<file path="config.mk">
export PLATFORM = sky130hd
export DESIGN_NAME = cwcs_top
export DESIGN_NICKNAME = d
export VERILOG_FILES = /design/src/design/cwcs_pkg.sv /design/src/design/cwcs_top.sv
export SDC_FILE = /design/constraint.sdc
export NUM_CORES = 1
export LEC_CHECK = 0
export BUFFER_PORTS_ARGS = -buffer_cell sky130_fd_sc_hd__buf_2
export CAP_MARGIN = 20
export CORE_UTILIZATION = 56
export DETAILED_ROUTE_END_ITERATION = 8
export GPL_TIMING_DRIVEN = 0
export PLACE_DENSITY = 0.88
export SLEW_MARGIN = 15
export SYNTH_ARGS = -nofsm -noshare
export SYNTH_HDL_FRONTEND = slang
export SYNTH_SLANG_ARGS = --single-unit
</file>
<file path="constraint.sdc">
create_clock -name clock -period 2.5 [get_ports clock]
set_clock_uncertainty 0.2 [all_clocks]
set_input_delay 0.125 -clock clock [delete_from_list [all_inputs] [get_ports clock]]
set_output_delay 0.125 -clock clock [all_outputs]
set_load 0.1 [all_outputs]
</file>
<file path="src/design/cwcs_pkg.sv">
package cwcs_pkg;
  // clock and oscillator rates
  localparam int CLK_MHZ = 125;
  localparam int CLK_HZ = 125_000_000;
  localparam int FAST_OSC_HZ = 16_000_000;
  localparam int SLOW_OSC_HZ = 31_000;
  localparam int FAST_DIV = CLK_HZ / FAST_OSC_HZ;
  localparam int SLOW_DIV = CLK_HZ / SLOW_OSC_HZ;
  // oscillator start-up times
  localparam int READY_NS = 2000;
  localparam int READY_CYC = (READY_NS * CLK_MHZ + 999) / 1000;
  localparam int STABLE_NS = 200000;
  localparam int STABLE_CYC = (STABLE_NS * CLK_MHZ + 999) / 1000;
  // register indices, byte address is four times the index
  localparam logic [13:0] IDX_USER0 = 14'h2000;
  localparam logic [13:0] IDX_USER3 = 14'h2003;
  localparam logic [13:0] IDX_PARTID = 14'h2006;
  localparam logic [13:0] IDX_CONFIG = 14'h2007;
  localparam logic [13:0] IDX_OSCCTL = 14'h0010;
  localparam logic [13:0] IDX_DOGCTL = 14'h0011;
  localparam logic [13:0] IDX_SDCTL = 14'h0012;
  localparam logic [13:0] IDX_STATUS = 14'h0013;
  // configuration word fields
  localparam int CFG_CLKSRC = 0;
  localparam int CFG_SD_LO = 1;
  localparam int CFG_DOG_LO = 3;
  localparam int CFG_PWRUP = 5;
  localparam int CFG_CP = 7;
  localparam int CFG_WRT_LO = 12;
  // oscillator control fields
  localparam int OSC_FREQ_LO = 4;
  localparam int OSC_READY = 3;
  localparam int OSC_LREADY = 1;
  localparam int OSC_STABLE = 0;
  localparam logic [2:0] FREQ_RESET = 3'h6;
  localparam logic [2:0] FREQ_SLOW = 3'h0;
  localparam int SW_EN_BIT = 0;
  localparam logic [13:0] USER_RESET = 14'h0000;
  // identification, values arbitrary
  localparam logic [8:0] PART_CODE = 9'h0a5;
  localparam logic [4:0] REV_CODE = 5'h01;
  typedef enum logic [1:0] {
    MODE_OFF = 2'h0,
    MODE_SW = 2'h1,
    MODE_RUN = 2'h2,
    MODE_ON = 2'h3
  } cwcs_mode_t;
  typedef enum logic [2:0] {
    OSC_START = 3'h1,
    OSC_UP = 3'h2,
    OSC_FINE = 3'h4
  } cwcs_osc_t;
  typedef struct packed {
    logic powerupEn;
    logic dogEn;
    logic supplyDropEn;
    logic extClockMode;
    logic clkPinGpio;
    logic progProtect;
    logic dataProtect;
    logic [1:0] guardSize;
  } cwcs_ctrl_t;
endpackage : cwcs_pkg

</file>
<file path="src/design/cwcs_top.sv">
// What this block does
// - power-up delay timer enabled when its config bit is 0, disabled when 1.
// - supply-drop reset enable never turns on the power-up delay timer.
// - dog mode 11 on, 10 on unless asleep, 01 software bit, 00 off.
// - supply-drop mode decodes like the dog; software bit only counts in 01.
// - clock source bit 1 takes external pin clock, 0 internal and pin is I/O.
// - code protect low blocks external writes; external reads return zeros.
// - CPU reads of program memory are never affected by protection.
// - code protect, once on, clears only by bulk erase.
// - program and data memory protection are separate settings.
// - write guard field sizes the region guarded against self-writes.
// - four user words at 2000h-2003h are readable and writable.
// - identity word at 2006h: part code bits 13-5, revision bits 4-0.
// - identity word is read-only; writes leave it unchanged.
// - two internal oscillators, 16 MHz and 31 kHz, make all internal clocks.
// - fast oscillator ready flag rises when its quick secondary clock runs.
// - fast oscillator stable flag rises when its accurate primary clock settles.
// - frequency select picks 16M down to 250k from fast, or 31k from slow.
// - frequency select loads 110, 8 MHz, on any reset; software may change it.
// - switching between fast divider settings takes effect with no delay.
// - select codes 111 16M, 110 8M, down to 001 250k, 000 31k.
//
// Chosen here: the APB interface to the registers.
`timescale 1ns/100ps
module cwcs_top #(
  parameter int STABLE_CYCLES = cwcs_pkg::STABLE_CYC
) (
  // clock and reset
  input wire logic clock,
  input wire logic arst_n,
  // apb slave
  input wire logic psel,
  input wire logic penable,
  input wire logic pwrite,
  input wire logic [15:0] paddr,
  input wire logic [31:0] pwdata,
  output logic [31:0] prdata_q,
  output logic pready_q,
  output logic pslverr_q,
  // nonvolatile configuration cell
  input wire logic [13:0] nvWord,
  input wire logic dataProtNvN,
  output logic nvWrReq_q,
  output logic [13:0] nvWrData_q,
  // power state and clock pin
  input wire logic sleeping,
  input wire logic clkPin,
  output cwcs_pkg::cwcs_ctrl_t ctrl_q,
  output logic sysClkEn_q,
  // external programmer path
  input wire logic extWrReq,
  input wire logic [13:0] extRdData,
  output logic extWrAllow_q,
  output logic [13:0] extRdOut_q,
  // cpu self-write path
  input wire logic selfWrReq,
  input wire logic [8:0] selfWrAddr,
  output logic selfWrAllow_q
);

  function automatic logic modeOn(input cwcs_pkg::cwcs_mode_t m, input logic sw,
                                  input logic slp);
    case (m)
      cwcs_pkg::MODE_ON: modeOn = 1'b1;
      cwcs_pkg::MODE_RUN: modeOn = !slp;
      cwcs_pkg::MODE_SW: modeOn = sw;
      default: modeOn = 1'b0;
    endcase
  endfunction : modeOn

  function automatic logic [5:0] divMask(input logic [2:0] s);
    logic [5:0] m;
    m = 6'h00;
    for (int i = 0; i < 6; i++) begin
      if (i < 7 - int'(s)) begin
        m[i] = 1'b1;
      end
    end
    return m;
  endfunction : divMask

  function automatic logic [8:0] guardTop(input logic [1:0] g);
    case (g)
      2'h2: guardTop = 9'h07f;
      2'h1: guardTop = 9'h0ff;
      2'h0: guardTop = 9'h1ff;
      default: guardTop = 9'h000;
    endcase
  endfunction : guardTop

  // configuration sample
  logic cfgLoaded_q;
  logic [13:0] cfg_q;
  logic dataProtN_q;
  logic swDog_q;
  logic swDrop_q;
  logic [2:0] freq_q;
  logic [13:0] userId_q [4];

  always_ff @(posedge clock or negedge arst_n) begin
    if (!arst_n) begin
      cfgLoaded_q <= 1'b0;
      cfg_q <= 14'h3fff;
      dataProtN_q <= 1'b1;
    end else if (!cfgLoaded_q) begin
      cfgLoaded_q <= 1'b1;
      cfg_q <= nvWord;
      dataProtN_q <= dataProtNvN;
    end
  end

  cwcs_pkg::cwcs_mode_t dogMode;
  cwcs_pkg::cwcs_mode_t dropMode;
  assign dogMode = cwcs_pkg::cwcs_mode_t'(cfg_q[cwcs_pkg::CFG_DOG_LO +: 2]);
  assign dropMode = cwcs_pkg::cwcs_mode_t'(cfg_q[cwcs_pkg::CFG_SD_LO +: 2]);

  // decoded controls
  always_ff @(posedge clock or negedge arst_n) begin
    if (!arst_n) begin
      ctrl_q <= '{progProtect: 1'b1, dataProtect: 1'b1, default: '0};
    end else begin
      ctrl_q.powerupEn <= cfgLoaded_q && !cfg_q[cwcs_pkg::CFG_PWRUP];
      ctrl_q.dogEn <= cfgLoaded_q && modeOn(dogMode, swDog_q, sleeping);
      ctrl_q.supplyDropEn <= cfgLoaded_q && modeOn(dropMode, swDrop_q, sleeping);
      ctrl_q.extClockMode <= cfgLoaded_q && cfg_q[cwcs_pkg::CFG_CLKSRC];
      ctrl_q.clkPinGpio <= cfgLoaded_q && !cfg_q[cwcs_pkg::CFG_CLKSRC];
      ctrl_q.progProtect <= !cfgLoaded_q || !cfg_q[cwcs_pkg::CFG_CP];
      ctrl_q.dataProtect <= !cfgLoaded_q || !dataProtN_q;
      ctrl_q.guardSize <= cfg_q[cwcs_pkg::CFG_WRT_LO +: 2];
    end
  end

  // external and self-write gating; cpu read path bypasses this block
  always_ff @(posedge clock or negedge arst_n) begin
    if (!arst_n) begin
      extWrAllow_q <= 1'b0;
      extRdOut_q <= 14'h0000;
      selfWrAllow_q <= 1'b0;
    end else begin
      extWrAllow_q <= extWrReq && !ctrl_q.progProtect;
      extRdOut_q <= ctrl_q.progProtect ? 14'h0000 : extRdData;
      selfWrAllow_q <= selfWrReq && cfgLoaded_q &&
                       (ctrl_q.guardSize == 2'h3 ||
                        selfWrAddr > guardTop(ctrl_q.guardSize));
    end
  end

  // oscillator models
  logic [12:0] fastCnt_q;
  logic [12:0] slowCnt_q;
  logic fastTick;
  logic slowTick;
  logic slowReady_q;
  assign fastTick = fastCnt_q == 13'(cwcs_pkg::FAST_DIV - 1);
  assign slowTick = slowCnt_q == 13'(cwcs_pkg::SLOW_DIV - 1);

  always_ff @(posedge clock or negedge arst_n) begin
    if (!arst_n) begin
      fastCnt_q <= 13'h0000;
      slowCnt_q <= 13'h0000;
      slowReady_q <= 1'b0;
    end else begin
      fastCnt_q <= fastTick ? 13'h0000 : fastCnt_q + 13'h0001;
      slowCnt_q <= slowTick ? 13'h0000 : slowCnt_q + 13'h0001;
      if (slowTick) begin
        slowReady_q <= 1'b1;
      end
    end
  end

  cwcs_pkg::cwcs_osc_t oscState_q;
  logic [31:0] upCnt_q;
  logic oscReady;
  logic oscStable;
  assign oscReady = oscState_q != cwcs_pkg::OSC_START;
  assign oscStable = oscState_q == cwcs_pkg::OSC_FINE;

  always_ff @(posedge clock or negedge arst_n) begin
    if (!arst_n) begin
      oscState_q <= cwcs_pkg::OSC_START;
      upCnt_q <= 32'h0000_0000;
    end else begin
      upCnt_q <= upCnt_q + 32'h0000_0001;
      case (oscState_q)
        cwcs_pkg::OSC_START: begin
          if (upCnt_q == 32'(cwcs_pkg::READY_CYC - 1)) begin
            oscState_q <= cwcs_pkg::OSC_UP;
            upCnt_q <= 32'h0000_0000;
          end
        end
        cwcs_pkg::OSC_UP: begin
          if (upCnt_q == 32'(STABLE_CYCLES - 1)) begin
            oscState_q <= cwcs_pkg::OSC_FINE;
          end
        end
        cwcs_pkg::OSC_FINE: begin
          upCnt_q <= upCnt_q;
        end
        default: begin
          oscState_q <= cwcs_pkg::OSC_START;
        end
      endcase
    end
  end

  // divider and multiplexer; counter free runs so a new select acts at once
  logic [5:0] divCnt_q;
  logic intTick;
  assign intTick = (freq_q == cwcs_pkg::FREQ_SLOW) ? slowTick && slowReady_q :
                   fastTick && oscReady &&
                   ((divCnt_q & divMask(freq_q)) == 6'h00);

  always_ff @(posedge clock or negedge arst_n) begin
    if (!arst_n) begin
      divCnt_q <= 6'h00;
    end else if (fastTick && oscReady) begin
      divCnt_q <= divCnt_q + 6'h01;
    end
  end

  // external clock pin
  logic pinMeta_q;
  logic pinSync_q;
  logic pinLast_q;

  always_ff @(posedge clock or negedge arst_n) begin
    if (!arst_n) begin
      pinMeta_q <= 1'b0;
      pinSync_q <= 1'b0;
      pinLast_q <= 1'b0;
      sysClkEn_q <= 1'b0;
    end else begin
      pinMeta_q <= clkPin;
      pinSync_q <= pinMeta_q;
      pinLast_q <= pinSync_q;
      sysClkEn_q <= ctrl_q.extClockMode ? pinSync_q && !pinLast_q :
                    ctrl_q.clkPinGpio && intTick;
    end
  end

  // apb decode
  logic [13:0] idx;
  logic setup;
  logic wrEn;
  logic [31:0] rdVal;
  logic rdErr;
  assign idx = paddr[15:2];
  assign setup = psel && !penable;
  assign wrEn = psel && penable && pready_q && pwrite && !pslverr_q;

  always_comb begin
    rdVal = 32'h0000_0000;
    rdErr = paddr[1:0] != 2'h0;
    if (idx >= cwcs_pkg::IDX_USER0 && idx <= cwcs_pkg::IDX_USER3) begin
      rdVal[13:0] = userId_q[idx[1:0]];
    end else begin
      case (idx)
        cwcs_pkg::IDX_PARTID: rdVal[13:0] = {cwcs_pkg::PART_CODE,
                                             cwcs_pkg::REV_CODE};
        cwcs_pkg::IDX_CONFIG: rdVal[13:0] = cfg_q;
        cwcs_pkg::IDX_OSCCTL: begin
          rdVal[cwcs_pkg::OSC_FREQ_LO +: 3] = freq_q;
          rdVal[cwcs_pkg::OSC_READY] = oscReady;
          rdVal[cwcs_pkg::OSC_LREADY] = slowReady_q;
          rdVal[cwcs_pkg::OSC_STABLE] = oscStable;
        end
        cwcs_pkg::IDX_DOGCTL: rdVal[cwcs_pkg::SW_EN_BIT] = swDog_q;
        cwcs_pkg::IDX_SDCTL: rdVal[cwcs_pkg::SW_EN_BIT] = swDrop_q;
        cwcs_pkg::IDX_STATUS: rdVal[8:0] = ctrl_q;
        default: rdErr = 1'b1;
      endcase
    end
  end

  always_ff @(posedge clock or negedge arst_n) begin
    if (!arst_n) begin
      pready_q <= 1'b0;
      pslverr_q <= 1'b0;
      prdata_q <= 32'h0000_0000;
    end else begin
      pready_q <= setup;
      pslverr_q <= setup && rdErr;
      if (setup && !pwrite && !rdErr) begin
        prdata_q <= rdVal;
      end else if (setup) begin
        prdata_q <= 32'h0000_0000;
      end
    end
  end

  // software registers; identity word has no write path
  always_ff @(posedge clock or negedge arst_n) begin
    if (!arst_n) begin
      freq_q <= cwcs_pkg::FREQ_RESET;
      swDog_q <= 1'b0;
      swDrop_q <= 1'b0;
    end else if (wrEn) begin
      case (idx)
        cwcs_pkg::IDX_OSCCTL: freq_q <= pwdata[cwcs_pkg::OSC_FREQ_LO +: 3];
        cwcs_pkg::IDX_DOGCTL: swDog_q <= pwdata[cwcs_pkg::SW_EN_BIT];
        cwcs_pkg::IDX_SDCTL: swDrop_q <= pwdata[cwcs_pkg::SW_EN_BIT];
        default: swDog_q <= swDog_q;
      endcase
    end
  end

  always_ff @(posedge clock or negedge arst_n) begin
    if (!arst_n) begin
      for (int i = 0; i < 4; i++) begin
        userId_q[i] <= cwcs_pkg::USER_RESET;
      end
    end else if (wrEn && idx >= cwcs_pkg::IDX_USER0 && idx <= cwcs_pkg::IDX_USER3) begin
      userId_q[idx[1:0]] <= pwdata[13:0];
    end
  end

  // config rewrite to the nonvolatile cell, protect bit cannot be raised
  always_ff @(posedge clock or negedge arst_n) begin
    if (!arst_n) begin
      nvWrReq_q <= 1'b0;
      nvWrData_q <= 14'h3fff;
    end else begin
      nvWrReq_q <= wrEn && idx == cwcs_pkg::IDX_CONFIG;
      if (wrEn && idx == cwcs_pkg::IDX_CONFIG) begin
        nvWrData_q <= pwdata[13:0];
        nvWrData_q[cwcs_pkg::CFG_CP] <= pwdata[cwcs_pkg::CFG_CP] &&
                                        nvWord[cwcs_pkg::CFG_CP];
      end
    end
  end
endmodule : cwcs_top

</file>
# == Word-level counts from Yosys, hierarchy flattened ==
# Index checks and enable logic that the tools add are counted.
# Widths: inputs -> output; s select.
# totals
wordCells,168
output_inout_bits,75
regBits,223
# classes
n_reduce_logical,52
bitwise,3
eq_ne,25
n_mux,36
n_lt_le_gt_ge,11
add_sub_neg,5
# ops
operator,count
$mux 32,3
$mux 14,5
$pmux 32 s2,1
$bwmux 56,1
$eq 14x5->1 const B,4
$add 32x1->32 const B,1
$eq 32x15->1 const B,1
$eq 32x8->1 const B,1
$bmux 14 s2,1
$demux 14 s2,1
$eq 14x14->1 const B,2
$logic_and 1x1->1,27
$pmux 9 s3,1
$add 13x1->13 const B,2
$mux 13,2
$pmux 4 s4,1
$ge 14x14->1 const B,1
$le 14x14->1 const B,1
$eq 13x12->1 const B,1
$eq 13x3->1 const B,1
$eq 2x2->1 const B,6
$logic_not 1->1,12
$mux 1,10
$pmux 5 s2,1
other kinds (32),45

# == Depth between registers and ports, before layout ==
# Gate-level depths: netlist of run 1.
# logic_depth
word_depth,9
ltp_mapped,8
depth_no_buf,8

# == Worst setup path after synthesis of run 1 ==
# Ideal clock, no wire load.
# synth_path
path_type,reg-to-reg
startpoint,register pready_q
endpoint,register userId_q[32] in the netlist's numbering
setup_slack_ns,-0.364
setup_time_ns,0.125
arrival_time_ns,2.539
required_time_ns,2.175
path_stages_with_launch,7
cell_sequence,dfrtp_1 > nand3_1 > nor3b_1 > nand2_1 > nor3_2 > buf_4 > mux2_2
# synth_between
elab_chain_len,5
# synth_lines
element,line_no,source
from (decl),cwcs_top.sv:38,"output logic pready_q,"
from (signal assigned),cwcs_top.sv:281,pready_q <= setup;
$logic_and 1x1->1 (3 in a row),cwcs_top.sv:249,assign wrEn = psel && penable && pready_q && pwrite && !pslverr_q;
$logic_and 1x1->1 (2 in a row),cwcs_top.sv:312,end else if (wrEn && idx >= cwcs_pkg::IDX_USER0 && idx <= cwcs_pkg::IDX_USER3) begin
"to (signal, indexed assignment)",cwcs_top.sv:310,userId_q[i] <= cwcs_pkg::USER_RESET;
"to (signal, indexed assignment)",cwcs_top.sv:313,userId_q[idx[1:0]] <= pwdata[13:0];
to (decl),cwcs_top.sv:98,logic [13:0] userId_q [4];
# Every way passes these cells.
# A chain may end at the register's enable or synchronous reset.

# == Worst setup path after layout of run 1 ==
# layout_path
startpoint,register pready_q
endpoint,register userId_q[33] in the netlist's numbering
# The elaborated chain is that of the path after synthesis.

==> metrics.md, run 1 <==
| Metric | Value |
|---|---|
| Outcome | `finished clean` |
| Vias per cell | `slightly below 6` |
| Comb pwr share | `10.3%` |
| Post-Synth XOR/XNOR Area | `between 5 and 6%` |
| Post-layout min period | `around 2.5 ns` |
| Clock Power Share | `45.1%` |
| WL/cell | `between 20 and 25 um` |
| Buffers on Ports | `~130` |
| Post-synth EDFFs | `0` |
| Reg-to-reg slack, setup | `0.02 ns` |
| Gr usage total | `approximately 30%` |
| CP Launch Type | `flip-flop` |
| CTS tree | `built` |
| Syn Inst Count | `between 700 and 800` |
| Design area | `11,800 um2` |
| Mux contribution to synthesized area | `approximately an eighth` |
| Congestion Overflow GR | `0` |
| Clk buf depth | `3` |
| Largest net degree at the start of global routing | `86` |
| Final hold viol count | `0` |
| CTS Sinks | `205` |
| Post-DP HPWL | `between 15 and 20 mm` |
| Initial Util | `between 50 and 60%` |
| Via count | `7,264` |
| Hold Path End | `prdata_q[4]` |
| DP Area | `a little over 10,000 um2` |
| Drt first pass iters | `5` |
| Largest family of logic cells by synthesized area | `simple AND/OR/NAND/NOR gates` |
| Worst EP arrival | `2.68 ns` |
| Post-synthesis adder-cell area fraction | `1.63%` |
| Synthesis-stage register bit count | `slightly above 200` |
| Nets | `1,126` |
| Sw frac | `between 20% and 30%` |
| Synthesized area | `9240 um2` |
| Synth area leaders | `dfrtp_1 (46%), dfstp_2 (9.7%), mux2_2 (8.8%), nand2_1 (3.9%), xnor2_1 (3.4%)` |
| First-pass GRT wire length | `38.9 mm` |
| Register area share after synthesis | `approximately 56%` |
| Num rows | `46` |
| Final wirelength | `25.3 mm` |
| DRT iter0 DRCs | `730` |
| Pint | `~0.0057 W` |
| Core area | `between 15,000 and 20,000 um2` |
| Final max-slew violation count | `0` |
| Worst reg-to-reg path cell count | `6` |
| Number of global-route vias before repair | `around 7,300` |
| Total of fill cells in the finished design | `between 900 and 1,000` |
| Slew HR | `45.8%` |
| Seq pwr share | `between 40% and 50%` |
| WP data required | `2.70 ns` |
| N_diodes | `0` |
| H-tree levels | `1` |
| Dpl ws | `-0.407 ns` |
| Worst hold path depth | `5` |
| Core Util, Final | `73.7%` |
| Min-delay src | `psel` |
| Synth top area share | `46.3%` |
| Footprint of the multi-input gates | `around 3800 um2` |
| Max-cap violations | `0` |
| Primary FF master, synth | `dfrtp_1` |
| Die width | `around 130 um` |
| Leak pwr | `about 5.7 nW` |
| Final period util | `a little under 100%` |
| Max VDD drop | `between 0.0005 and 0.0006 V` |
| DRC viols | `0` |
| Async S/R FF share, synth | `100%` |
| Power per cell area | `about 660 nW/um2` |
| Critical path endpoint category | `flip-flop` |
| CP Max Fanout | `10` |
| Initial antenna violation count | `0` |
| YS warnings | `0` |
| Setup TNS | `0 ns` |
| Setup ws final | `approximately 0.016 ns` |
| Worst r2r dst | `userId_q[33]` |
| Die area | `roughly 17,000 um2` |
| Post-synthesis compound-gate area fraction | `under 10%` |
| Clock latency on the worst-skew pair | `0.52 ns` |
| Yosys top cell by area | `dfrtp_1` |
| Post-Syn Area per Cell | `11.9 um2` |
| CTS buffer count | `22` |
| Die Span Y | `between 100 and 150 um` |
| Library cells used by synthesis | `64` |
| Root Driver | `clkbuf_16` |
| GP Congestion | `about 0.9` |
| Setup violations, final | `0` |
| Register Area | `5170 um2` |
| Crit Path Class | `reg2reg` |
| Worst-Margin Slew | `between 0.8 and 0.9 ns` |
| Fmax | `about 400 MHz` |
| Worst reg2reg startpoint | `pready_q` |
| IO Pins | `170` |
| Share of layout cells above drive strength 1 | `between 30 and 40%` |
| Worst-path clk slew | `approximately 0.07 ns` |
| P_sw | `~0.002 W` |
| Antenna-violating nets left | `0` |
| Hold Crit Class | `in2reg` |
| Synthesis-to-layout area growth | `27.7%` |
| Simple-gate share of the synthesized area | `roughly 16%` |
==> final cells by class <==
| type | count | area share [%] |
|---|---|---|
| inverters | 17 | 0.541 |
| flip-flops and latches | 205 | 43.9 |
| multi-input cells | 527 | 32.6 |
| repair buffers | 199 | 11.8 |
| plain buffers | 47 | 2.28 |
| well taps | 216 | 2.29 |
| clock buffers | 29 | 5.06 |
| clock inverters | 11 | 1.53 |
==> power by group through the flow <==
stage / logic [W] / clock network, W / registers, W
finish: 0.000798 / 0.00348 / 0.00344
global route: 0.000843 / 0.00365 / 0.00344
CTS: 0.000776 / 0.00348 / 0.00344
detailed placement: 0.000690 / 0 / 0.00350
global placement: 0.000664 / 0 / 0.00349
floorplan: 0.000273 / 0 / 0.00367
==> critical path: stages, from the launching register on <==
cell	delay [ns]
dfrtp_2	0.36
nand3_1	0.12
nor3b_4	0.41
nand2_2	0.22
nor3_4	0.40
buf_4	0.29
mux2_2	0.37
==> cells by family after synthesis <==
family,Yosys count
flops,205
xor+xnor,56
mux,90
buf+inv,64
fa+ha+maj,12
compound gates,75
simple gates,275
other cells,2
==> Yosys cell counts (all sizes together), types with 16 or more instances <==
cell / instances
nor2: 32
nand2: 95
inv: 17
nor3: 16
dfrtp: 171
o21ai: 28
clkbuf: 19
nor4: 16
xnor2: 36
nor2b: 21
buf: 28
nand3: 29
xor2: 20
and3: 16
dfstp: 34
mux2: 74
==> registers in the layout, indices dropped and copies added (netlist names), 13 cells and up <==
signal / cells
extRdOut_q: 14
userId_q: 56
upCnt_q: 32
prdata_q: 14
nvWrData_q: 14
fastCnt_q: 13
cfg_q: 14
slowCnt_q: 13
==> stage by stage <==
stage | power [W] | std cells | hold slack, ns
2_1_floorplan | 0.00394 | 796 | -0.371
3_3_place_gp | 0.00416 | 1144 | 0.0335
3_5_place_dp | 0.00419 | 1146 | -0.104
4_1_cts | 0.00769 | 1247 | 0.00449
5_1_grt | 0.00794 | 1251 | 0.0514
6_report | 0.00772 | 1251 | 0.0349
==> what timing repair did <==
item                                    in CTS  in global routing
gates resized for setup                      2                 14
endpoints found under the setup margin      27                 58
pin swaps                                    0                  2
hold endpoints to repair                   296                  3
hold buffers                                61                  3
buffers inserted                             0                  2
==> metal layers <==
metal | GRT usage, % | wire (um) | up-vias
met5 | 0 | 0 | -
met4 | 18.5 | 1790 | 0
met3 | 6.60 | 1920 | 137
met2 | 49.9 | 12400 | 414
met1 | 37.2 | 9130 | 3523
li1 | - | - | 3190
==> placed cells by master (no fill, tap or decap), drive strengths merged, types with 13 or more instances in the layout <==
master and count:
mux2 74, nand4 15, dfstp 34, nor2 32
nor3 16, buf 164, nand2 95, nor4 16
xnor2 36, nor2b 21, inv 17, dlygate4sd3 62
o21ai 28, and3 16, dfrtp 171, nand3 29
mux4 13, conb 19, clkbuf 49, xor2 20
==> worst max-delay path by stage <==
stage | start | endpoint | slack [ns] | cells past startpoint
floorplan | ctrl_q[0] | selfWrAllow_q | 0.007 | 8
finish | pready_q | userId_q[33] | 0.02 | 6
detailed placement | paddr[10] | nvWrData_q[12] | -0.41 | 9
global placement | arst_n | ctrl_q[1] | -2.55 | 1
CTS | pready_q | userId_q[7] | 0.04 | 6
global route | pready_q | userId_q[33] | -0.008 | 6
No activity file was read; power rests on OpenSTA's default activity.
==> run 2: changes to the inputs <==
--- a/config.mk
+++ b/config.mk
@@ -10,7 +10,7 @@
 export CORE_UTILIZATION = 56
 export DETAILED_ROUTE_END_ITERATION = 8
 export GPL_TIMING_DRIVEN = 0
-export PLACE_DENSITY = 0.88
+export PLACE_DENSITY_LB_ADDON = 0.1
 export SLEW_MARGIN = 15
 export SYNTH_ARGS = -nofsm -noshare
 export SYNTH_HDL_FRONTEND = slang
==> metrics.md, run 2 (synthesized netlist as in run 1, its figures left out) <==
| Metric | Value |
|---|---|
| Root Driver | `clkbuf_16 (unchanged)` |
| Setup crit start | `paddr[10] (was pready_q)` |
| Initial antenna violation count | `0 (unchanged)` |
| Clock Power Share | `44.1% (was 45.1%)` |
| Final wirelength | `22.6 mm (was 25.3 mm)` |
| Registers with the most flip-flops | `userId_q x56, upCnt_q x32 (unchanged)` |
| Die area | `17,000 um2 (unchanged)` |
| CTS Sinks | `205 (unchanged)` |
| Initial Util | `57.7% (unchanged)` |
| Hold Crit Class | `in2reg (unchanged)` |
| CP Launch Type | `primary input (was flip-flop)` |
| Power per cell area | `645 nW/um2 (was 655 nW/um2)` |
| Max VDD drop | `0.000498 V (was 0.000506 V)` |
| Largest net degree at the start of global routing | `110 (was 86)` |
| Vias per cell | `5.62 (was 5.81)` |
| CP Max Fanout | `8 (was 10)` |
| M1 WL | `8.97 mm (was 9.13 mm)` |
| Placed cells | `1,145 (was 1,146)` |
| Gr usage total | `27.0% (was 30.4%)` |
| Largest register FFs | `56 (unchanged)` |
| RSZ-0062 raised after global routing | `false` |
| Most frequent cells in the layout | `dfrtp_1 (169), buf_2 (134), nand2_1 (94) (unchanged)` |
| Leak pwr | `5.65 nW (was 5.70 nW)` |
| Congestion Overflow GR | `0 (unchanged)` |
| Crit Path Class | `in2reg (was reg2reg)` |
| Final std cells w/o fill | `1,246 (was 1,251)` |
| Reg-to-reg slack, setup | `0.13 ns (was 0.02 ns)` |
| Post-layout min period | `2.41 ns (was 2.48 ns)` |
| Worst reg-to-reg path cell count | `9 (was 6)` |
| Fmax | `415 MHz (was 403 MHz)` |
| Slew HR | `40.0% (was 45.8%)` |
| Via count | `7,006 (was 7,264)` |
| Top Metal Used | `met4 (unchanged)` |
| DRC viols | `0 (unchanged)` |
| Post-DP HPWL | `15.4 mm (was 15.0 mm)` |
| Synthesis-to-layout area growth | `26.5% (was 27.7%)` |
| Commonest non-fill, non-tap cell in the layout | `dfrtp_1 (unchanged)` |
| Routed wire length on met3 | `1.03 mm (was 1.92 mm)` |
| CTS buffer count | `21 (was 22)` |
| Buffers on Ports | `132 (unchanged)` |
| Final max-slew violation count | `0 (unchanged)` |
| Worst r2r dst | `selfWrAllow_q (was userId_q[33])` |
| P_sw | `0.00187 W (was 0.00198 W)` |
| Max-cap violations | `0 (unchanged)` |
| Pint | `0.00566 W (was 0.00574 W)` |
| Nets | `1,121 (was 1,126)` |
| Worst EP arrival | `2.62 ns (was 2.68 ns)` |
| Setup violations, final | `0 (unchanged)` |
| Drt first pass iters | `5 (unchanged)` |
| Setup ws final | `0.0915 ns (was 0.0160 ns)` |
| WP data required | `2.71 ns (was 2.70 ns)` |
| Critical path endpoint category | `flip-flop (unchanged)` |
| First-pass GRT wire length | `35.4 mm (was 38.9 mm)` |
| GP Congestion | `0.926 (about the same)` |
| Sw frac | `24.8% (was 25.7%)` |
| IO Pins | `170 (unchanged)` |
| Share of layout cells above drive strength 1 | `33.3% (was 33.4%)` |
| Dpl ws | `-0.400 ns (was -0.407 ns)` |
| Worst-Margin Slew | `0.893 ns (was 0.813 ns)` |
| Antenna-violating nets left | `0 (unchanged)` |
| Die width | `130 um (unchanged)` |
| Seq pwr share | `45.6% (was 44.6%)` |
| Final hold viol count | `0 (unchanged)` |
| Clk buf depth | `3 (unchanged)` |
| CP endpoint | `prdata_q[0] (was userId_q[33])` |
| Die Span Y | `130 um (unchanged)` |
| Design Power | `0.00753 W (was 0.00772 W)` |
| Worst-path clk slew | `0.06 ns (was 0.07 ns)` |
| Core Util, Final | `73.0% (was 73.7%)` |
| DRT iter0 DRCs | `507 (was 730)` |
| H-tree levels | `1 (unchanged)` |
| Number of global-route vias before repair | `7,013 (was 7,303)` |
| Worst hold path depth | `5 (unchanged)` |
| Comb pwr share | `10.3% (about the same)` |
| Num rows | `46 (unchanged)` |
| Final period util | `96.3% (was 99.4%)` |
| Outcome | `finished clean (unchanged)` |
| Clock latency on the worst-skew pair | `0.50 ns (was 0.52 ns)` |
| DR WL met2 | `11.8 mm (was 12.4 mm)` |
| Most flop-heavy register | `userId_q (unchanged)` |
| Core area | `16,000 um2 (unchanged)` |
| Worst reg2reg startpoint | `ctrl_q[0] (was pready_q)` |
| WL/cell | `18.1 um (was 20.2 um)` |
| CTS tree | `built (unchanged)` |
-- run 2: cell count changes in the layout (fill, tap and decap cells not counted), sizes merged --
| cell | change |
|---|---|
| bufinv | -1 |
| clkinvlp | -1 |
| clkbuf | +2 |
| clkinv | -3 |
| buf | -2 |
| inv | +1 |
| diode | +1 |
| dlygate4sd3 | -2 |
-- run 2: repair_timing --
item | CTS | global route
buffers inserted | 0 | 2
setup endpoints to repair | 12 | 54
gates resized for setup | 2 | 12
hold buffers | 60 | 0
pin swaps | 0 | 3
hold endpoints to repair | 212 | 0
-- run 2: worst min path at each step --
stage                              from            end  slack, ns
after floorplan                  arst_n    cfgLoaded_q      -0.37
after global placement           clkPin      pinMeta_q       0.04
after detailed placement         arst_n    upCnt_q[11]     -0.002
after CTS                      paddr[5]   prdata_q[13]      0.006
after global routing      selfWrAddr[3]  selfWrAllow_q       0.08
final                     selfWrAddr[3]  selfWrAllow_q       0.03
-- run 2: final cells by class --
class / count / area (um2)
Multi-Input combinational cell: 527 / 3850
Fill cell: 1144 / 4320
Inverter: 17 / 63.8
Antenna cell: 1 / 2.50
Buffer: 47 / 269
Timing Repair Buffer: 195 / 1310
Clock inverter: 7 / 114
Sequential cell: 205 / 5170
Clock buffer: 31 / 623
Tap cell: 216 / 270
-- run 2: per-layer routing --
| metal | vias to the layer above | global-route usage, % |
|---|---|---|
| li1 | 3182 | - |
| met1 | 3521 | 33.7 |
| met2 | 239 | 48.2 |
| met3 | 64 | 3.30 |
| met4 | 0 | 10.7 |
| met5 | - | 0 |
-- run 2: per-stage QoR --
step	hold WS [ns]	area [um2]	setup TNS (ns)
2_1_floorplan	-0.371	9310	0
3_3_place_gp	0.0359	10200	-391.90
3_5_place_dp	-0.00192	10300	-17.13
4_1_cts	0.00598	11600	0
5_1_grt	0.0789	11700	0
6_report	0.0349	11700	0
-- run 2: power groups by stage --
| stage | logic [W] | clock network, W | registers (W) |
|---|---|---|---|
| 5_1_grt | 0.000824 | 0.00349 | 0.00344 |
| 6_report | 0.000777 | 0.00332 | 0.00343 |
| 2_1_floorplan | 0.000273 | 0 | 0.00367 |
| 3_5_place_dp | 0.000685 | 0 | 0.00349 |
| 3_3_place_gp | 0.000660 | 0 | 0.00349 |
| 4_1_cts | 0.000761 | 0.00336 | 0.00343 |
-- run 2: critical path, stage by stage --
cell           delay (ns)
buf_2                0.09
or4_1                0.56
buf_2                0.21
or2_4                0.26
or4b_4               0.55
dlygate4sd3_1        0.60
o31ai_1              0.23
==> run 3: changes to the inputs <==
--- a/config.mk
+++ b/config.mk
@@ -7,10 +7,11 @@
 export LEC_CHECK = 0
 export BUFFER_PORTS_ARGS = -buffer_cell sky130_fd_sc_hd__buf_2
 export CAP_MARGIN = 20
-export CORE_UTILIZATION = 56
+export CORE_UTILIZATION = 58
+export CTS_BUF_LIST = sky130_fd_sc_hd__clkbuf_2 sky130_fd_sc_hd__clkbuf_4 sky130_fd_sc_hd__clkbuf_8
 export DETAILED_ROUTE_END_ITERATION = 8
 export GPL_TIMING_DRIVEN = 0
-export PLACE_DENSITY_LB_ADDON = 0.1
+export PLACE_DENSITY = 0.83
 export SLEW_MARGIN = 15
 export SYNTH_ARGS = -nofsm -noshare
 export SYNTH_HDL_FRONTEND = slang
==> metrics.md, run 3 (synthesized netlist as in run 1, its figures left out) <==
| Metric | Value |
|---|---|
| Sw frac | `26.3% (was 24.8%)` |
| Vias per cell | `5.64 (was 5.62)` |
| Crit Path Class | `in2reg (unchanged)` |
| Drt first pass iters | `5 (unchanged)` |
| DRC viols | `0 (unchanged)` |
| Antenna-violating nets left | `0 (unchanged)` |
| Most frequent cells in the layout | `dfrtp_1 (169), buf_2 (135), nand2_1 (95) (was dfrtp_1 (169), buf_2 (134), nand2_1 (94))` |
| CTS tree | `built (unchanged)` |
| Power per cell area | `614 nW/um2 (was 645 nW/um2)` |
| Largest register FFs | `56 (unchanged)` |
| Setup violations, final | `0 (unchanged)` |
| Register Area | `5170 um2 (unchanged)` |
| Buffers on Ports | `132 (unchanged)` |
| CTS buffer count | `31 (was 21)` |
| Initial antenna violation count | `0 (unchanged)` |
| Design area | `11,600 um2 (was 11,700 um2)` |
| RSZ-0062 raised after global routing | `true (was false)` |
| Number of global-route vias before repair | `7,258 (was 7,013)` |
| Setup TNS | `0 ns (unchanged)` |
| Die Span Y | `128 um (was 130 um)` |
| Post-DP HPWL | `14.7 mm (was 15.4 mm)` |
| Leak pwr | `5.67 nW (was 5.65 nW)` |
| Fmax | `406 MHz (was 415 MHz)` |
| Max-cap violations | `0 (unchanged)` |
| Die width | `128 um (was 130 um)` |
| Clock latency on the worst-skew pair | `0.57 ns (was 0.50 ns)` |
| Hold Crit Class | `in2reg (unchanged)` |
| Die area | `16,400 um2 (was 17,000 um2)` |
| DP Area | `10,300 um2 (about the same)` |
| Congestion Overflow GR | `0 (unchanged)` |
| Nets | `1,137 (was 1,121)` |
| Worst-Margin Slew | `0.916 ns (was 0.893 ns)` |
| Share of layout cells above drive strength 1 | `34.6% (was 33.3%)` |
| Final period util | `98.4% (was 96.3%)` |
| Most flop-heavy register | `userId_q (unchanged)` |
| CTS Sinks | `205 (unchanged)` |
| Worst EP arrival | `2.75 ns (was 2.62 ns)` |
| Root Driver | `clkbuf_8 (was clkbuf_16)` |
| Footprint of the multi-input gates | `3830 um2 (was 3850 um2)` |
| Core area | `15,400 um2 (was 16,000 um2)` |
| Gr usage total | `28.7% (was 27.0%)` |
| H-tree levels | `1 (unchanged)` |
| First-pass GRT wire length | `36.5 mm (was 35.4 mm)` |
| Largest net degree at the start of global routing | `108 (was 110)` |
| P_sw | `0.00188 W (was 0.00187 W)` |
| Total of fill cells in the finished design | `977 (was 1,144)` |
| WL/cell | `18.3 um (was 18.1 um)` |
| Num rows | `45 (was 46)` |
| Synthesis-to-layout area growth | `26.0% (was 26.5%)` |
| Commonest non-fill, non-tap cell in the layout | `dfrtp_1 (unchanged)` |
| Pint | `0.00526 W (was 0.00566 W)` |
| Comb pwr share | `11.0% (was 10.3%)` |
| Worst-path clk slew | `0.07 ns (was 0.06 ns)` |
| Placed cells | `1,140 (was 1,145)` |
| Seq pwr share | `48.1% (was 45.6%)` |
| Final hold viol count | `1 (was 0)` |
| Design Power | `0.00714 W (was 0.00753 W)` |
| Clock Power Share | `40.9% (was 44.1%)` |
| Clk buf depth | `3 (unchanged)` |
| WP data required | `2.79 ns (was 2.71 ns)` |
| Critical path endpoint category | `flip-flop (unchanged)` |
| Slew HR | `38.5% (was 40.0%)` |
| Via count | `7,141 (was 7,006)` |
| Final max-slew violation count | `0 (unchanged)` |
| Violated checks | `hold timing` |
| Registers with the most flip-flops | `userId_q x56, upCnt_q x32 (unchanged)` |
| Initial Util | `60.1% (was 57.7%)` |
| CP Max Fanout | `4 (was 8)` |
| Post-layout min period | `2.46 ns (was 2.41 ns)` |
| CP Launch Type | `primary input (unchanged)` |
| Max VDD drop | `0.000427 V (was 0.000498 V)` |
| Final std cells w/o fill | `1,266 (was 1,246)` |
| IO Pins | `170 (unchanged)` |
| Final wirelength | `23.2 mm (was 22.6 mm)` |
| GP Congestion | `0.877 (was 0.926)` |
| Worst hold slack | `-0.000486 ns (was 0.0349 ns)` |
| Outcome | `finished with violations (was finished clean)` |
| DRT iter0 DRCs | `570 (was 507)` |
## run 3: changes by cell type in the layout (fill, tap and decap cells not counted), moves of 2 or more
cell,change
clkbuf_8,+32
clkbuf_16,-21
bufinv_16,-2
clkinv_2,+4
clkbuf_1,-4
dlygate4sd3_1,+4
clkbuf_4,+10
buf_4,+2
## run 3: layout make-up
type / count / share of cell area, %
clock buffer: 49 / 5.20
buffer: 47 / 2.29
sequential: 205 / 44.5
timing repair buffer: 201 / 11.8
antenna: 1 / 0.0215
multi-input combinational: 527 / 32.9
inverter: 17 / 0.548
tap: 211 / 2.27
clock inverter: 8 / 0.559
## run 3: worst paths after layout
| kind | slack (ns) | startpoint | cells past startpoint | endpoint |
|---|---|---|---|---|
| setup / recovery | 0.04 | paddr[0] | 7 | prdata_q[10] |
| max in group asynchronous | 0.50 | arst_n | 4 | upCnt_q[12] |
| setup reg to reg | 0.07 | ctrl_q[1] | 8 | selfWrAllow_q |
| hold reg to reg | 0.18 | pinSync_q | 0 | pinLast_q |
| min in group asynchronous | 0.53 | arst_n | 3 | upCnt_q[9] |
| hold / removal | -0.0005 | clkPin | 2 | pinMeta_q |
## run 3: power by group through the flow
stage	clock network [W]	registers (W)	logic, W
after global routing	0.00312	0.00344	0.000825
after floorplan	0	0.00367	0.000273
after detailed placement	0	0.00349	0.000680
after global placement	0	0.00349	0.000664
after CTS	0.00296	0.00344	0.000761
final	0.00292	0.00344	0.000783
## run 3: repair_timing
action	CTS	global route
hold endpoints to repair	276	0
setup endpoints to repair	30	57
hold buffers	64	0
buffers inserted	0	4
pin swaps	0	3
resized for setup	2	6
## run 3: layer usage
metal  up-vias  global-route usage [%]  routed length [um]
met5         -                       0                   0
met4         0                    12.7                1030
met3        94                    5.01                1410
met2       322                    46.5               11300
met1      3521                    38.1                9460
li1       3204                       -                   -
## run 3: worst max-delay path, cell delays in order
cell and delay (ns):
dlygate4sd3_1 0.53, buf_2 0.12, or3_1 0.32, dlygate4sd3_1 0.62
or4b_4 0.53, or3_1 0.35, o21ai_1 0.15
## run 3: through the flow
step	utilization, %	setup slack (ns)
2_1_floorplan	-	0.00723
3_3_place_gp	66.6	-2.61
3_5_place_dp	66.8	-0.365
4_1_cts	75.4	0.00534
5_1_grt	75.7	-0.0547
6_report	75.7	0.0389
